### src/rtl/tcpb_pkg.sv
// Constants and types shared by the torque and current parameter bank.
`default_nettype none
package tcpb_pkg;
    // Object indices and sub-indices of the bank and of the store object.
    localparam logic [15:0] IDX_MAX_CUR = 16'h6073;
    localparam logic [15:0] IDX_RATED = 16'h6075;
    localparam logic [15:0] IDX_SLOPE = 16'h6087;
    localparam logic [15:0] IDX_SHAPE = 16'h6088;
    localparam logic [15:0] IDX_STORE = 16'h1010;
    localparam logic [7:0] SUB_VALUE = 8'h00;
    localparam logic [7:0] SUB_STORE_ALL = 8'h01;
    localparam logic [31:0] SAVE_SIG = 32'h65766173;

    // Abort codes returned on the answer port; zero means success.
    localparam logic [31:0] ABT_NONE = 32'h00000000;
    localparam logic [31:0] ABT_RANGE = 32'h06040030;
    localparam logic [31:0] ABT_HIGH = 32'h06090031;
    localparam logic [31:0] ABT_NODATA = 32'h08000024;
    localparam logic [31:0] ABT_NOOBJ = 32'h06020000;
    localparam logic [31:0] ABT_NOSUB = 32'h06090011;
    localparam logic [31:0] ABT_STORE = 32'h08000020;

    // Emergency codes raised by the start-up load.
    localparam logic [15:0] EMCY_RATED = 16'h8B1F;
    localparam logic [15:0] EMCY_MAX_CUR = 16'h8B22;
    localparam logic [15:0] EMCY_SLOPE = 16'h8B25;
    localparam logic [15:0] EMCY_SHAPE = 16'h8B18;

    // Value ranges and the per-thousand scale.
    localparam logic [31:0] WIDE_MIN = 32'h00000001;
    localparam logic [31:0] WIDE_MAX = 32'h7FFFFFFF;
    localparam logic [31:0] MAX_CUR_MIN = 32'h00000001;
    localparam logic [31:0] MAX_CUR_MAX = 32'h00007FFF;
    localparam logic [47:0] PERMILLE = 48'h0000000003E8;

    // Ramp shape encodings.
    localparam logic [15:0] SHAPE_IMMEDIATE = 16'hFFFF;
    localparam logic [15:0] SHAPE_LINEAR = 16'h0000;
    localparam logic [15:0] SHAPE_SINSQ = 16'h0001;

    // Values held until the stored image is loaded, or kept when it is invalid.
    localparam logic [31:0] RST_RATED = 32'h000003E8;
    localparam logic [15:0] RST_MAX_CUR = 16'h03E8;
    localparam logic [31:0] RST_SLOPE = 32'h000003E8;
    localparam logic [15:0] RST_SHAPE = 16'h0000;

    // Non-volatile slots, loaded and stored in this order.
    localparam logic [1:0] SLOT_RATED = 2'h0;
    localparam logic [1:0] SLOT_MAX_CUR = 2'h1;
    localparam logic [1:0] SLOT_SLOPE = 2'h2;
    localparam logic [1:0] SLOT_SHAPE = 2'h3;

    typedef enum logic [2:0] {ST_LOAD, ST_IDLE, ST_STORE} tcpb_state_t;
endpackage
`default_nettype wire
### src/rtl/tcpb_chk_if.sv
// Carrier between the bank and its value checker.
`default_nettype none
interface tcpb_chk_if;
    logic [15:0] index;
    logic [31:0] value;
    logic [31:0] rated_ref;
    logic [31:0] nominal_ma;
    logic [31:0] peak_ma;
    logic [31:0] abort;
    modport req (output index, output value, output rated_ref, output nominal_ma, output peak_ma, input abort);
    modport chk (input index, input value, input rated_ref, input nominal_ma, input peak_ma, output abort);
endinterface
`default_nettype wire

### src/rtl/tcpb_bank.sv
// Torque and current parameter bank with checked writes, start-up load and store.
`default_nettype none
module tcpb_bank (
    input wire logic sys_clk_i,
    input wire logic rstn_i,
    input wire logic sdo_req_valid_i,
    output logic sdo_req_ready_o,
    input wire logic sdo_req_write_i,
    input wire logic [15:0] sdo_req_index_i,
    input wire logic [7:0] sdo_req_subidx_i,
    input wire logic [31:0] sdo_req_wdata_i,
    output logic sdo_rsp_valid_o,
    output logic sdo_rsp_abort_o,
    output logic [31:0] sdo_rsp_code_o,
    output logic [31:0] sdo_rsp_rdata_o,
    input wire logic [31:0] motor_nominal_ma_i,
    input wire logic [31:0] motor_peak_ma_i,
    output logic nvm_req_o,
    output logic nvm_write_o,
    output logic [1:0] nvm_addr_o,
    output logic [31:0] nvm_wdata_o,
    input wire logic [31:0] nvm_rdata_i,
    input wire logic nvm_ack_i,
    output logic emcy_valid_o,
    output logic [15:0] emcy_code_o,
    output logic [31:0] rated_current_o,
    output logic [15:0] max_current_o,
    output logic [31:0] torque_slope_o,
    output logic ramp_immediate_o,
    output logic ramp_linear_o,
    output logic init_done_o
);
    import tcpb_pkg::*;

    logic [1:0] rst_sync_reg;
    logic rst_n;
    tcpb_state_t state_reg, state_next;
    logic [1:0] slot_reg, slot_next;
    logic [31:0] rated_reg, rated_next;
    logic [15:0] max_cur_reg, max_cur_next;
    logic [31:0] slope_reg, slope_next;
    logic [15:0] shape_reg, shape_next;
    logic rsp_valid_reg, rsp_valid_next;
    logic [31:0] rsp_code_reg, rsp_code_next;
    logic [31:0] rsp_rdata_reg, rsp_rdata_next;
    logic emcy_valid_reg, emcy_valid_next;
    logic [15:0] emcy_code_reg, emcy_code_next;
    logic [31:0] nvm_wdata_reg, nvm_wdata_next;
    logic take;
    logic take_wr;
    logic [15:0] slot_index;
    tcpb_chk_if chk_bus ();

    // Reset release passes two flip-flops so every register leaves reset on the same edge.
    always_ff @(posedge sys_clk_i or negedge rstn_i) begin
        if (!rstn_i) begin
            rst_sync_reg <= 2'h0;
        end else begin
            rst_sync_reg <= {rst_sync_reg[0], 1'b1};
        end
    end
    assign rst_n = rst_sync_reg[1];

    // Slot to object index, used by the load checks; store data is picked per slot directly.
    function automatic logic [15:0] slot_to_index(input logic [1:0] slot);
        case (slot)
            SLOT_RATED: slot_to_index = IDX_RATED;
            SLOT_MAX_CUR: slot_to_index = IDX_MAX_CUR;
            SLOT_SLOPE: slot_to_index = IDX_SLOPE;
            default: slot_to_index = IDX_SHAPE;
        endcase
    endfunction

    assign slot_index = slot_to_index(slot_reg);
    assign take = (state_reg == ST_IDLE) && sdo_req_valid_i;
    assign take_wr = take && sdo_req_write_i;

    // The checker sees the stored image during load and the master's value otherwise.
    // Rated current is loaded first so that the max current check already has its reference.
    assign chk_bus.index = (state_reg == ST_LOAD) ? slot_index : sdo_req_index_i;
    assign chk_bus.value = (state_reg == ST_LOAD) ? nvm_rdata_i : sdo_req_wdata_i;
    assign chk_bus.rated_ref = rated_reg;
    assign chk_bus.nominal_ma = motor_nominal_ma_i;
    assign chk_bus.peak_ma = motor_peak_ma_i;

    tcpb_check u_check (
        .chk(chk_bus)
    );

    // Sequencer: load the image, serve the master, and write the image back on request.
    always_comb begin
        state_next = state_reg;
        slot_next = slot_reg;
        rated_next = rated_reg;
        max_cur_next = max_cur_reg;
        slope_next = slope_reg;
        shape_next = shape_reg;
        rsp_valid_next = 1'b0;
        rsp_code_next = rsp_code_reg;
        rsp_rdata_next = rsp_rdata_reg;
        emcy_valid_next = 1'b0;
        emcy_code_next = emcy_code_reg;
        nvm_wdata_next = nvm_wdata_reg;
        case (state_reg)
            ST_LOAD: begin
                if (nvm_ack_i) begin
                    if (chk_bus.abort == ABT_NONE) begin
                        case (slot_reg)
                            SLOT_RATED: rated_next = nvm_rdata_i;
                            SLOT_MAX_CUR: max_cur_next = nvm_rdata_i[15:0];
                            SLOT_SLOPE: slope_next = nvm_rdata_i;
                            default: shape_next = nvm_rdata_i[15:0];
                        endcase
                    end else begin
                        // An invalid word keeps the reset default and is reported once.
                        emcy_valid_next = 1'b1;
                        case (slot_reg)
                            SLOT_RATED: emcy_code_next = EMCY_RATED;
                            SLOT_MAX_CUR: emcy_code_next = EMCY_MAX_CUR;
                            SLOT_SLOPE: emcy_code_next = EMCY_SLOPE;
                            default: emcy_code_next = EMCY_SHAPE;
                        endcase
                    end
                    slot_next = slot_reg + 2'h1;
                    if (slot_reg == SLOT_SHAPE) begin
                        state_next = ST_IDLE;
                    end
                end
            end
            ST_IDLE: begin
                if (take) begin
                    rsp_valid_next = 1'b1;
                    rsp_code_next = ABT_NONE;
                    rsp_rdata_next = 32'h00000000;
                    if (sdo_req_index_i == IDX_STORE) begin
                        if (sdo_req_write_i && sdo_req_subidx_i == SUB_STORE_ALL && sdo_req_wdata_i == SAVE_SIG) begin
                            // The answer waits until the last slot is written.
                            rsp_valid_next = 1'b0;
                            state_next = ST_STORE;
                            slot_next = SLOT_RATED;
                            nvm_wdata_next = rated_reg;
                        end else begin
                            rsp_code_next = ABT_STORE;
                        end
                    end else if (chk_bus.abort == ABT_NOOBJ) begin
                        rsp_code_next = ABT_NOOBJ;
                    end else if (sdo_req_subidx_i != SUB_VALUE) begin
                        rsp_code_next = ABT_NOSUB;
                    end else if (!sdo_req_write_i) begin
                        case (sdo_req_index_i)
                            IDX_RATED: rsp_rdata_next = rated_reg;
                            IDX_MAX_CUR: rsp_rdata_next = {16'h0000, max_cur_reg};
                            IDX_SLOPE: rsp_rdata_next = slope_reg;
                            default: rsp_rdata_next = {{16{shape_reg[15]}}, shape_reg};
                        endcase
                    end else if (chk_bus.abort != ABT_NONE) begin
                        rsp_code_next = chk_bus.abort;
                    end else begin
                        // Slope is taken at any time, motion running or not.
                        case (sdo_req_index_i)
                            IDX_RATED: rated_next = sdo_req_wdata_i;
                            IDX_MAX_CUR: max_cur_next = sdo_req_wdata_i[15:0];
                            IDX_SLOPE: slope_next = sdo_req_wdata_i;
                            default: shape_next = sdo_req_wdata_i[15:0];
                        endcase
                    end
                end
            end
            ST_STORE: begin
                if (nvm_ack_i) begin
                    slot_next = slot_reg + 2'h1;
                    case (slot_reg)
                        SLOT_RATED: nvm_wdata_next = {16'h0000, max_cur_reg};
                        SLOT_MAX_CUR: nvm_wdata_next = slope_reg;
                        default: nvm_wdata_next = {16'h0000, shape_reg};
                    endcase
                    if (slot_reg == SLOT_SHAPE) begin
                        state_next = ST_IDLE;
                        rsp_valid_next = 1'b1;
                        rsp_code_next = ABT_NONE;
                    end
                end
            end
            default: state_next = ST_IDLE;
        endcase
    end

    // Registers of the sequencer.
    always_ff @(posedge sys_clk_i or negedge rst_n) begin
        if (!rst_n) begin
            state_reg <= ST_LOAD;
            slot_reg <= SLOT_RATED;
            rated_reg <= RST_RATED;
            max_cur_reg <= RST_MAX_CUR;
            slope_reg <= RST_SLOPE;
            shape_reg <= RST_SHAPE;
            rsp_valid_reg <= 1'b0;
            rsp_code_reg <= ABT_NONE;
            rsp_rdata_reg <= 32'h00000000;
            emcy_valid_reg <= 1'b0;
            emcy_code_reg <= 16'h0000;
            nvm_wdata_reg <= 32'h00000000;
        end else begin
            state_reg <= state_next;
            slot_reg <= slot_next;
            rated_reg <= rated_next;
            max_cur_reg <= max_cur_next;
            slope_reg <= slope_next;
            shape_reg <= shape_next;
            rsp_valid_reg <= rsp_valid_next;
            rsp_code_reg <= rsp_code_next;
            rsp_rdata_reg <= rsp_rdata_next;
            emcy_valid_reg <= emcy_valid_next;
            emcy_code_reg <= emcy_code_next;
            nvm_wdata_reg <= nvm_wdata_next;
        end
    end

    // Port drive; the request strobes toward memory are handshakes and stay combinational.
    assign sdo_req_ready_o = (state_reg == ST_IDLE);
    assign sdo_rsp_valid_o = rsp_valid_reg;
    assign sdo_rsp_abort_o = rsp_valid_reg && (rsp_code_reg != ABT_NONE);
    assign sdo_rsp_code_o = rsp_code_reg;
    assign sdo_rsp_rdata_o = rsp_rdata_reg;
    assign nvm_req_o = (state_reg == ST_LOAD) || (state_reg == ST_STORE);
    assign nvm_write_o = (state_reg == ST_STORE);
    assign nvm_addr_o = slot_reg;
    assign nvm_wdata_o = nvm_wdata_reg;
    assign emcy_valid_o = emcy_valid_reg;
    assign emcy_code_o = emcy_code_reg;
    assign rated_current_o = rated_reg;
    assign max_current_o = max_cur_reg;
    assign torque_slope_o = slope_reg;
    assign ramp_immediate_o = (shape_reg == SHAPE_IMMEDIATE);
    assign ramp_linear_o = (shape_reg == SHAPE_LINEAR);
    assign init_done_o = (state_reg != ST_LOAD);
endmodule
`default_nettype wire

### src/rtl/tcpb_check.sv
// Value checker: gives the abort code a candidate value earns.
`default_nettype none
module tcpb_check (
    tcpb_chk_if.chk chk
);
    import tcpb_pkg::*;

    logic [47:0] cur_x1000;
    logic [47:0] peak_x1000;

    // Max current in mArms times 1000 is compared with peak times 1000, so no division is needed.
    assign cur_x1000 = 48'(chk.rated_ref) * 48'(chk.value[15:0]);
    assign peak_x1000 = 48'(chk.peak_ma) * PERMILLE;

    // Range first, then the motor limit; an unknown index is no object.
    always_comb begin
        chk.abort = ABT_NONE;
        case (chk.index)
            IDX_RATED: begin
                if (chk.value < WIDE_MIN || chk.value > WIDE_MAX) begin
                    chk.abort = ABT_RANGE;
                end else if (chk.value > chk.nominal_ma) begin
                    chk.abort = ABT_HIGH;
                end
            end
            IDX_MAX_CUR: begin
                if (chk.value < MAX_CUR_MIN || chk.value > MAX_CUR_MAX) begin
                    chk.abort = ABT_RANGE;
                end else if (cur_x1000 > peak_x1000) begin
                    chk.abort = ABT_HIGH;
                end
            end
            IDX_SLOPE: begin
                if (chk.value < WIDE_MIN || chk.value > WIDE_MAX) begin
                    chk.abort = ABT_RANGE;
                end
            end
            IDX_SHAPE: begin
                // The sine-squared ramp and every other code are not available.
                if (chk.value[15:0] != SHAPE_IMMEDIATE && chk.value[15:0] != SHAPE_LINEAR) begin
                    chk.abort = ABT_NODATA;
                end
            end
            default: chk.abort = ABT_NOOBJ;
        endcase
    end
endmodule
`default_nettype wire

### config.mk
export PLATFORM = sky130hd
export DESIGN_NAME = tcpb_bank
export DESIGN_NICKNAME = d
export VERILOG_FILES = /design/src/rtl/tcpb_pkg.sv /design/src/rtl/tcpb_chk_if.sv /design/src/rtl/tcpb_bank.sv /design/src/rtl/tcpb_check.sv
export SDC_FILE = /design/constraint.sdc
export NUM_CORES = 2
export LEC_CHECK = 0
export BUFFER_PORTS_ARGS = -buffer_cell sky130_fd_sc_hd__buf_2
export CORE_MARGIN = 1
export CORE_UTILIZATION = 35
export DETAILED_ROUTE_END_ITERATION = 16
export GPL_ROUTABILITY_DRIVEN = 0
export HOLD_SLACK_MARGIN = 0.1
export SLEW_MARGIN = 15
export SYNTH_ARGS = -nofsm -noshare
export SYNTH_HDL_FRONTEND = slang
export SYNTH_SLANG_ARGS = --single-unit
### constraint.sdc
create_clock -name sys_clk_i -period 7.3 [get_ports sys_clk_i]
set_input_delay 1.46 -clock sys_clk_i [delete_from_list [all_inputs] [get_ports sys_clk_i]]
set_output_delay 1.46 -clock sys_clk_i [all_outputs]
set_load 0.05 [all_outputs]
Word-level counts from Yosys, hierarchy flattened
Cells that the tools add are included.
{"block": "word_totals", "out_inout_bits": 203, "word_cells": 191, "register_bits": 217, "inputBits": 157}
{"block": "classes", "reduce_logical": 33, "bitwise": 1, "mul": 2, "n_addsub": 1, "n_eq_ne": 40, "muxes": 96, "magnitude_cmp": 5}
{"op": "2-to-1 mux 32 bit", "count": 39}
{"op": "2-to-1 mux 16 bit", "count": 21}
{"op": "one-hot mux 32 bit (2 select lines)", "count": 5}
{"op": "one-hot mux 32 bit (4 select lines)", "count": 1}
{"op": "== test 16 x 15 -> 1 bit, second input constant", "count": 7}
{"op": "one-hot mux 32 bit (3 select lines)", "count": 1}
{"op": "2-to-1 mux 27 bit", "count": 3}
{"op": "one-hot mux 16 bit (2 select lines)", "count": 2}
{"op": "nonzero test 32 bit", "count": 2}
{"op": "2-to-1 mux 28 bit", "count": 2}
{"op": "> comparator 48 x 42 -> 1 bit", "count": 1}
{"op": "multiplier 32 x 16 -> 48 bit", "count": 1}
{"op": "AND reduction 11 bit", "count": 4}
{"op": "multiplier 32 x 7 -> 39 bit, second input constant", "count": 1}
{"op": "== test 32 x 27 -> 1 bit, second input constant", "count": 1}
{"op": "== test 32 x 31 -> 1 bit, second input constant", "count": 1}
{"op": "> comparator 32 x 15 -> 1 bit, second input constant", "count": 1}
{"op": "> comparator 32 x 31 -> 1 bit, second input constant", "count": 1}
{"op": "> comparator 32 bit", "count": 1}
{"op": "zero test 32 bit", "count": 1}
{"op": "< comparator 32 x 1 -> 1 bit, second input constant", "count": 1}
{"op": "!= test 2 x 1 -> 1 bit, second input constant", "count": 15}
{"op": "one-hot mux 8 bit (3 select lines)", "count": 1}
{"op": "one-hot mux 6 bit (3 select lines)", "count": 1}
{"op": "32 further kinds", "count": 64}

Longest topological paths before layout
{"block": "logic_depth", "word_depth": 15, "ltp_mapped": 42, "depth_no_buf": 36}

By module
From an unflattened synthesis, not the netlist that was laid out.
{"block": "unflattened", "hier_cells": 3574, "area_unflattened_um2": 33624.7}
{"module": "tcpb_check", "seq_area_each_um2": 0.0, "area_each_um2": 23087.1, "instances": 1, "cells_each": 2629}
{"module": "tcpb_bank", "seq_area_each_um2": 5152.4, "area_each_um2": 10537.6, "instances": 1, "cells_each": 945}

Worst setup path before layout
No wires, ideal clock.
{"block": "synth_path", "kind": "reg2reg", "from": "register state_reg[0]", "to": "register max_cur_reg[13], in the netlist max_current_o[13]", "setup_slack_ps": -2414, "setup_time_ps": 67, "arrival_ps": 9647, "required_ps": 7233, "n_path_buf": 8, "stages_incl_launch_ff": 40, "synth_period_minus_slack_ps": 9714, "path_cell_list": "dfrtp_1 > inv_1 > ha_1 > buf_6 > buf_6 > buf_6 > clkbuf_1 > buf_1 > mux2_2 > clkbuf_1 > nand2_1 > fa_1 > inv_1 > fa_1 > fa_1 > fa_1 > fa_1 > inv_1 > (+4 left out) > a21o_1 > or3_1 > o21ai_1 > o32ai_1 > nor3_1 > o21ai_0 > a41oi_1 > xnor2_1 > ha_1 > nand4_1 > a2111oi_2 > nand4_1 > o22a_1 > a221oi_2 > nand4_2 > buf_2 > a211o_1 > nand2_1"}
{"block": "synth_via", "elab_chain_len": 10}
{"item": "from (decl)", "line": "tcpb_bank.sv:37", "text": "tcpb_state_t state_reg, state_next;"}
{"item": "from (signal assigned)", "line": "tcpb_bank.sv:204", "text": "state_reg <= state_next;"}
{"item": "zero test 3 bit", "line": "tcpb_bank.sv:80, tcpb_bank.sv:81, tcpb_bank.sv:104"}
{"item": "2-to-1 mux 32 bit", "line": "tcpb_bank.sv:81", "text": "assign chk_bus.value = (state_reg == ST_LOAD) ? nvm_rdata_i : sdo_req_wdata_i;"}
{"item": "multiplier 32 x 16 -> 48 bit", "line": "tcpb_check.sv:12", "text": "assign cur_x1000 = 48'(chk.rated_ref) * 48'(chk.value[15:0]);"}
{"item": "> comparator 48 x 42 -> 1 bit", "line": "tcpb_check.sv:29", "text": "end else if (cur_x1000 > peak_x1000) begin"}
{"item": "2-to-1 mux 27 bit", "line": "tcpb_check.sv:29"}
{"item": "2-to-1 mux 32 bit", "line": "tcpb_check.sv:27", "text": "if (chk.value < MAX_CUR_MIN || chk.value > MAX_CUR_MAX) begin"}
{"item": "one-hot mux 32 bit (4 select lines)", "line": "tcpb_check.sv:18", "text": "case (chk.index)"}
{"item": "== test 32 x 27 -> 1 bit (tied with other cells)", "line": "tcpb_bank.sv:145", "text": "end else if (chk_bus.abort == ABT_NOOBJ) begin"}
{"item": "!= test 2 bit (no source line) / != test 2 x 1 -> 1 bit (equally long branches)"}
{"item": "AND reduction 11 bit (no source line)"}
{"item": "to (signal assigned)", "line": "tcpb_bank.sv:207", "text": "max_cur_reg <= max_cur_next;"}
{"item": "to (decl)", "line": "tcpb_bank.sv:40", "text": "logic [15:0] max_cur_reg, max_cur_next;"}
Several ways; a longest one is shown, not always the timed one.
A chain may end at the register's enable or synchronous reset.

Final worst setup path
{"block": "layout_path", "from": "input sdo_req_wdata_i[6]", "to": "register emcy_code_reg[1], in the netlist emcy_code_o[1]"}
{"block": "layout_via", "elab_chain_len": 9}
{"item": "from (decl)", "line": "tcpb_bank.sv:11", "text": "input wire logic [31:0] sdo_req_wdata_i,"}
{"item": "2-to-1 mux 32 bit (*)", "line": "tcpb_bank.sv:81"}
{"item": "multiplier 32 x 16 -> 48 bit", "line": "tcpb_check.sv:12"}
{"item": "> comparator 48 x 42 -> 1 bit", "line": "tcpb_check.sv:29"}
{"item": "2-to-1 mux 27 bit", "line": "tcpb_check.sv:29"}
{"item": "2-to-1 mux 32 bit", "line": "tcpb_check.sv:27"}
{"item": "one-hot mux 32 bit (4 select lines) (*)", "line": "tcpb_check.sv:18"}
{"item": "zero test 32 bit (*)", "line": "tcpb_bank.sv:107", "text": "if (chk_bus.abort == ABT_NONE) begin"}
{"item": "inverter 1 bit (no source line) (*)"}
{"item": "AND reduction 3 bit (no source line) (*)"}
{"item": "to (signal assigned)", "line": "tcpb_bank.sv:214", "text": "emcy_code_reg <= emcy_code_next;"}
{"item": "to (decl)", "line": "tcpb_bank.sv:47", "text": "logic [15:0] emcy_code_reg, emcy_code_next;"}
Every way passes the cells marked *; elsewhere a longest branch is shown, timed or not.

==> reports/metrics.cfg <==
[placement]
post-place-ws_ns = -2.42
placed_area_um2 = 39600
hpwl_mm = 89.8
portBuffers = 332

[synth]
syn_inst = 3704
ys_seq_area_share_pct = 13.8
syn_area_per_cell_um2 = 8.92
syn_area_um2 = 33100
synth_compound_area_share_pct = 13.1
synth_top_family_by_area = adder cells
synth-edff-count = 0
synth.largest_area_cell = fa_1
synthFlopType = dfrtp_1
ys_top_cells_by_area = fa_1 (32%), dfrtp_1 (12%), ha_1 (11%), inv_1 (6.3%), nand2_1 (6.2%)
yosys.area_share.simple_pct = 15.9
yosysWarnings = 0
synth-seq-cells = 181
yosys.area_share.adder_pct = 43.1
synth_cell_types = 96
synth_mux_area_share_pct = 2.22
synthDominantCellAreaShare_pct = 32.5
async_flop_share_pct = 100
synth-xor-area-share_pct = 1.99

[die]
dieArea_um2 = 95700
ios = 360
fp-row-count = 112
die_y_um = 309
die_x_um = 309
start_util_pct = 35.4
coreArea_um2 = 93500

[detailed_routing]
dr_total_vias = 29407
first_pass_iters = 7
drt-initial-drc-count = 2323
drc = 0
ant_nets = 0
drt_wl_total_mm = 110
viasPerCell = 5.17
avgRoutedWirePerCell_um = 19.4

[finish]
seq_area_um2 = 4560
mostFrequentLayoutCell = inv_1
finish.instance_area_um2 = 41500
final_cell_mix = inv_1 (544), nand2_1 (536), buf_4 (530)
finalNetCount = 5394
drive_gt1_share_pct = 26.8
area_growth_pct = 25.7
fillers = 9107
multi_input_area_um2 = 26300

[clock_network]
clock_latency_ns = 0.46
htree_levels = 4
cts_buffers = 17
cts_tree = done
cts_sinks = 181
path_clk_slew_ns = 0.08
cts_hold_buf = 0
clk_path_buf_depth = 2
root_buffer = clkbuf_16

[power_and_ir_drop]
clock_power_share_pct = 15.0
power_frac_seq_pct = 16.7
share_comb_of_total_power_pct = 68.3
power-per-cell-area_nw_per_um2 = 146
p_sw_uw = 2540
p_leak_uw = 0.0209
p_sw_share_pct = 41.9
ir_drop_mv = 0.181
p_int_uw = 3510

[worst_setup_path]
arrival_ns = 9.42
crit_path_start_kind = input pin
crit_type = in -> reg
required_ns = 7.65
cp_max_fo = 7
crit_path_end_kind = flip-flop
crit_slowest_cell = fa_2
slowest_delay_ns = 0.57
cpMostUsedCell = fa_2

[timing]
maxSlewHeadroom_pct = 23.5
fin_skew_ns = 0.0112
layout_setup_ws_ns = -1.78
fin_crit_sh_pct = 124
final-hold-violation-count = 0
rsz0062_at_grt = true
worstMarginPinSlew_ns = 1.15
clock.fmax_mhz = 110
whs_ns = 0.323
min_period_ns = 9.08
drv_slew = 0
finalSetupViolations = 26

[global_routing]
track_usage_pct = 23.2
grt_first_pass_wirelength_mm = 173
grt_max_degree = 143
grt_busiest_layer = met2
antenna_found_initial = 12
grt_overflow = 0
use_met2_pct = 37.7
use_met1_pct = 30.5
use_met3_pct = 3.60
grt_pass1_vias = 30117

[run_status]
violations = setup timing
status = finished with violations

[min_path]
hold_path.class = reg -> async

[job]
drv_cap = 0

## kinds of logic (layout without fill, tap and decap cells)
| family | after synthesis | in the layout |
|---|---|---|
| fa+ha+maj | 818 | 818 |
| flops | 181 | 181 |
| xor+xnor | 75 | 75 |
| simple gates | 1098 | 1098 |
| buf+inv | 799 | 1495 |
| compound gates | 662 | 662 |
| other cells | 2 | 33 |
| mux | 69 | 75 |
## worst max-delay path: cells and delay by family
| kind | cells | cell delay [ns] |
|---|---|---|
| AOI/OAI and AO/OA | 10 | 1.78 |
| and+or+nand+nor | 5 | 1.13 |
| buffers and inverters | 9 | 0.98 |
| adders and majority gates | 8 | 3.44 |
| xor gates and xnor gates | 1 | 0.13 |
| muxes | 2 | 0.47 |
## cells in the mapped netlist, types with 11 or more instances
master and number:
a221oi_1 18, nor2b_1 24, xnor2_1 40, inv_1 556, xor2_1 35, a31oi_1 27
a21oi_1 187, nand3_1 45, buf_4 41, o21ai_0 161, a222oi_1 16, and2_1 186
nor4_1 26, nor2_1 113, mux2i_1 37, a211oi_1 13, clkbuf_1 146, dfrtp_1 163
a21boi_0 21, nor3_1 26, nand4_1 54, nand2b_1 16, a21o_1 66, o31ai_1 11
o21a_1 12, nand2_1 543, ha_1 282, buf_2 36, fa_1 536, mux2_2 31
o211ai_1 16, dfstp_2 18, buf_1 11, a22oi_1 19, a211o_1 19
## metrics by stage
| stage | total power, µW | TNS [ns] | utilization [%] | std cells |
|---|---|---|---|---|
| floorplan | 3410 | -40.50 | - | 3730 |
| CTS | 6030 | -42.50 | 43.6 | 5664 |
| global placement | 5000 | -58.75 | 42.3 | 5601 |
| detailed placement | 5060 | -61.34 | 42.3 | 5601 |
| finish | 6050 | -44.60 | 44.4 | 5691 |
| global route | 6640 | -54.11 | 44.4 | 5690 |
## area by class of cell
class | instances | area share (%)
multi-input cells | 2756 | 63.2
repair buffers | 907 | 15.6
flip-flops and latches | 181 | 11.0
inverters | 556 | 5.02
well taps | 1254 | 3.78
clock buffers | 17 | 1.02
clock inverters | 15 | 0.334
diodes | 5 | 0.0301
## power groups by stage
stage	registers (µW)	logic, µW	clock network [µW]
global placement	1030	3970	0
CTS	1010	4100	919
floorplan	1050	2360	0
finish	1010	4130	908
detailed placement	1030	4030	0
global route	1010	4670	956
## routing by layer
metal | up-vias | wire length (µm)
met4 | 14 | 5100
met2 | 1185 | 50900
met5 | - | 82
met3 | 253 | 8130
met1 | 14539 | 46100
li1 | 13416 | -
## worst paths after layout
| check | startpoint | endpoint | slack (ns) | depth (start not counted) |
|---|---|---|---|---|
| worst max-delay path | sdo_req_wdata_i[6] | emcy_code_o[1]$_DFFE_PN0P_ | -1.78 | 35 |
| worst max register to register | state_reg[0]$_DFFE_PN0P_ | emcy_code_o[1]$_DFFE_PN0P_ | -1.69 | 37 |
| worst min-delay path | rst_sync_reg[1]$_DFF_PN0_ | sdo_rsp_rdata_o[3]$_DFFE_PN0P_ | 0.32 | 0 |
| worst min register to register | rst_sync_reg[1]$_DFF_PN0_ | sdo_rsp_rdata_o[3]$_DFFE_PN0P_ | 0.32 | 0 |
| max in group asynchronous | rst_sync_reg[1]$_DFF_PN0_ | nvm_wdata_o[16]$_DFFE_PN0P_ | 5.73 | 1 |
| min in group sys_clk_i | rst_sync_reg[0]$_DFF_PN0_ | rst_sync_reg[1]$_DFF_PN0_ | 0.37 | 0 |
## what timing repair did
item	4_1_cts	5_1_grt
pin swaps	53	129
gates resized for setup	70	127
setup buffers	27	14
cloned	4	8
endpoints found under the setup margin	26	26
(Power assumes the default switching activity.)
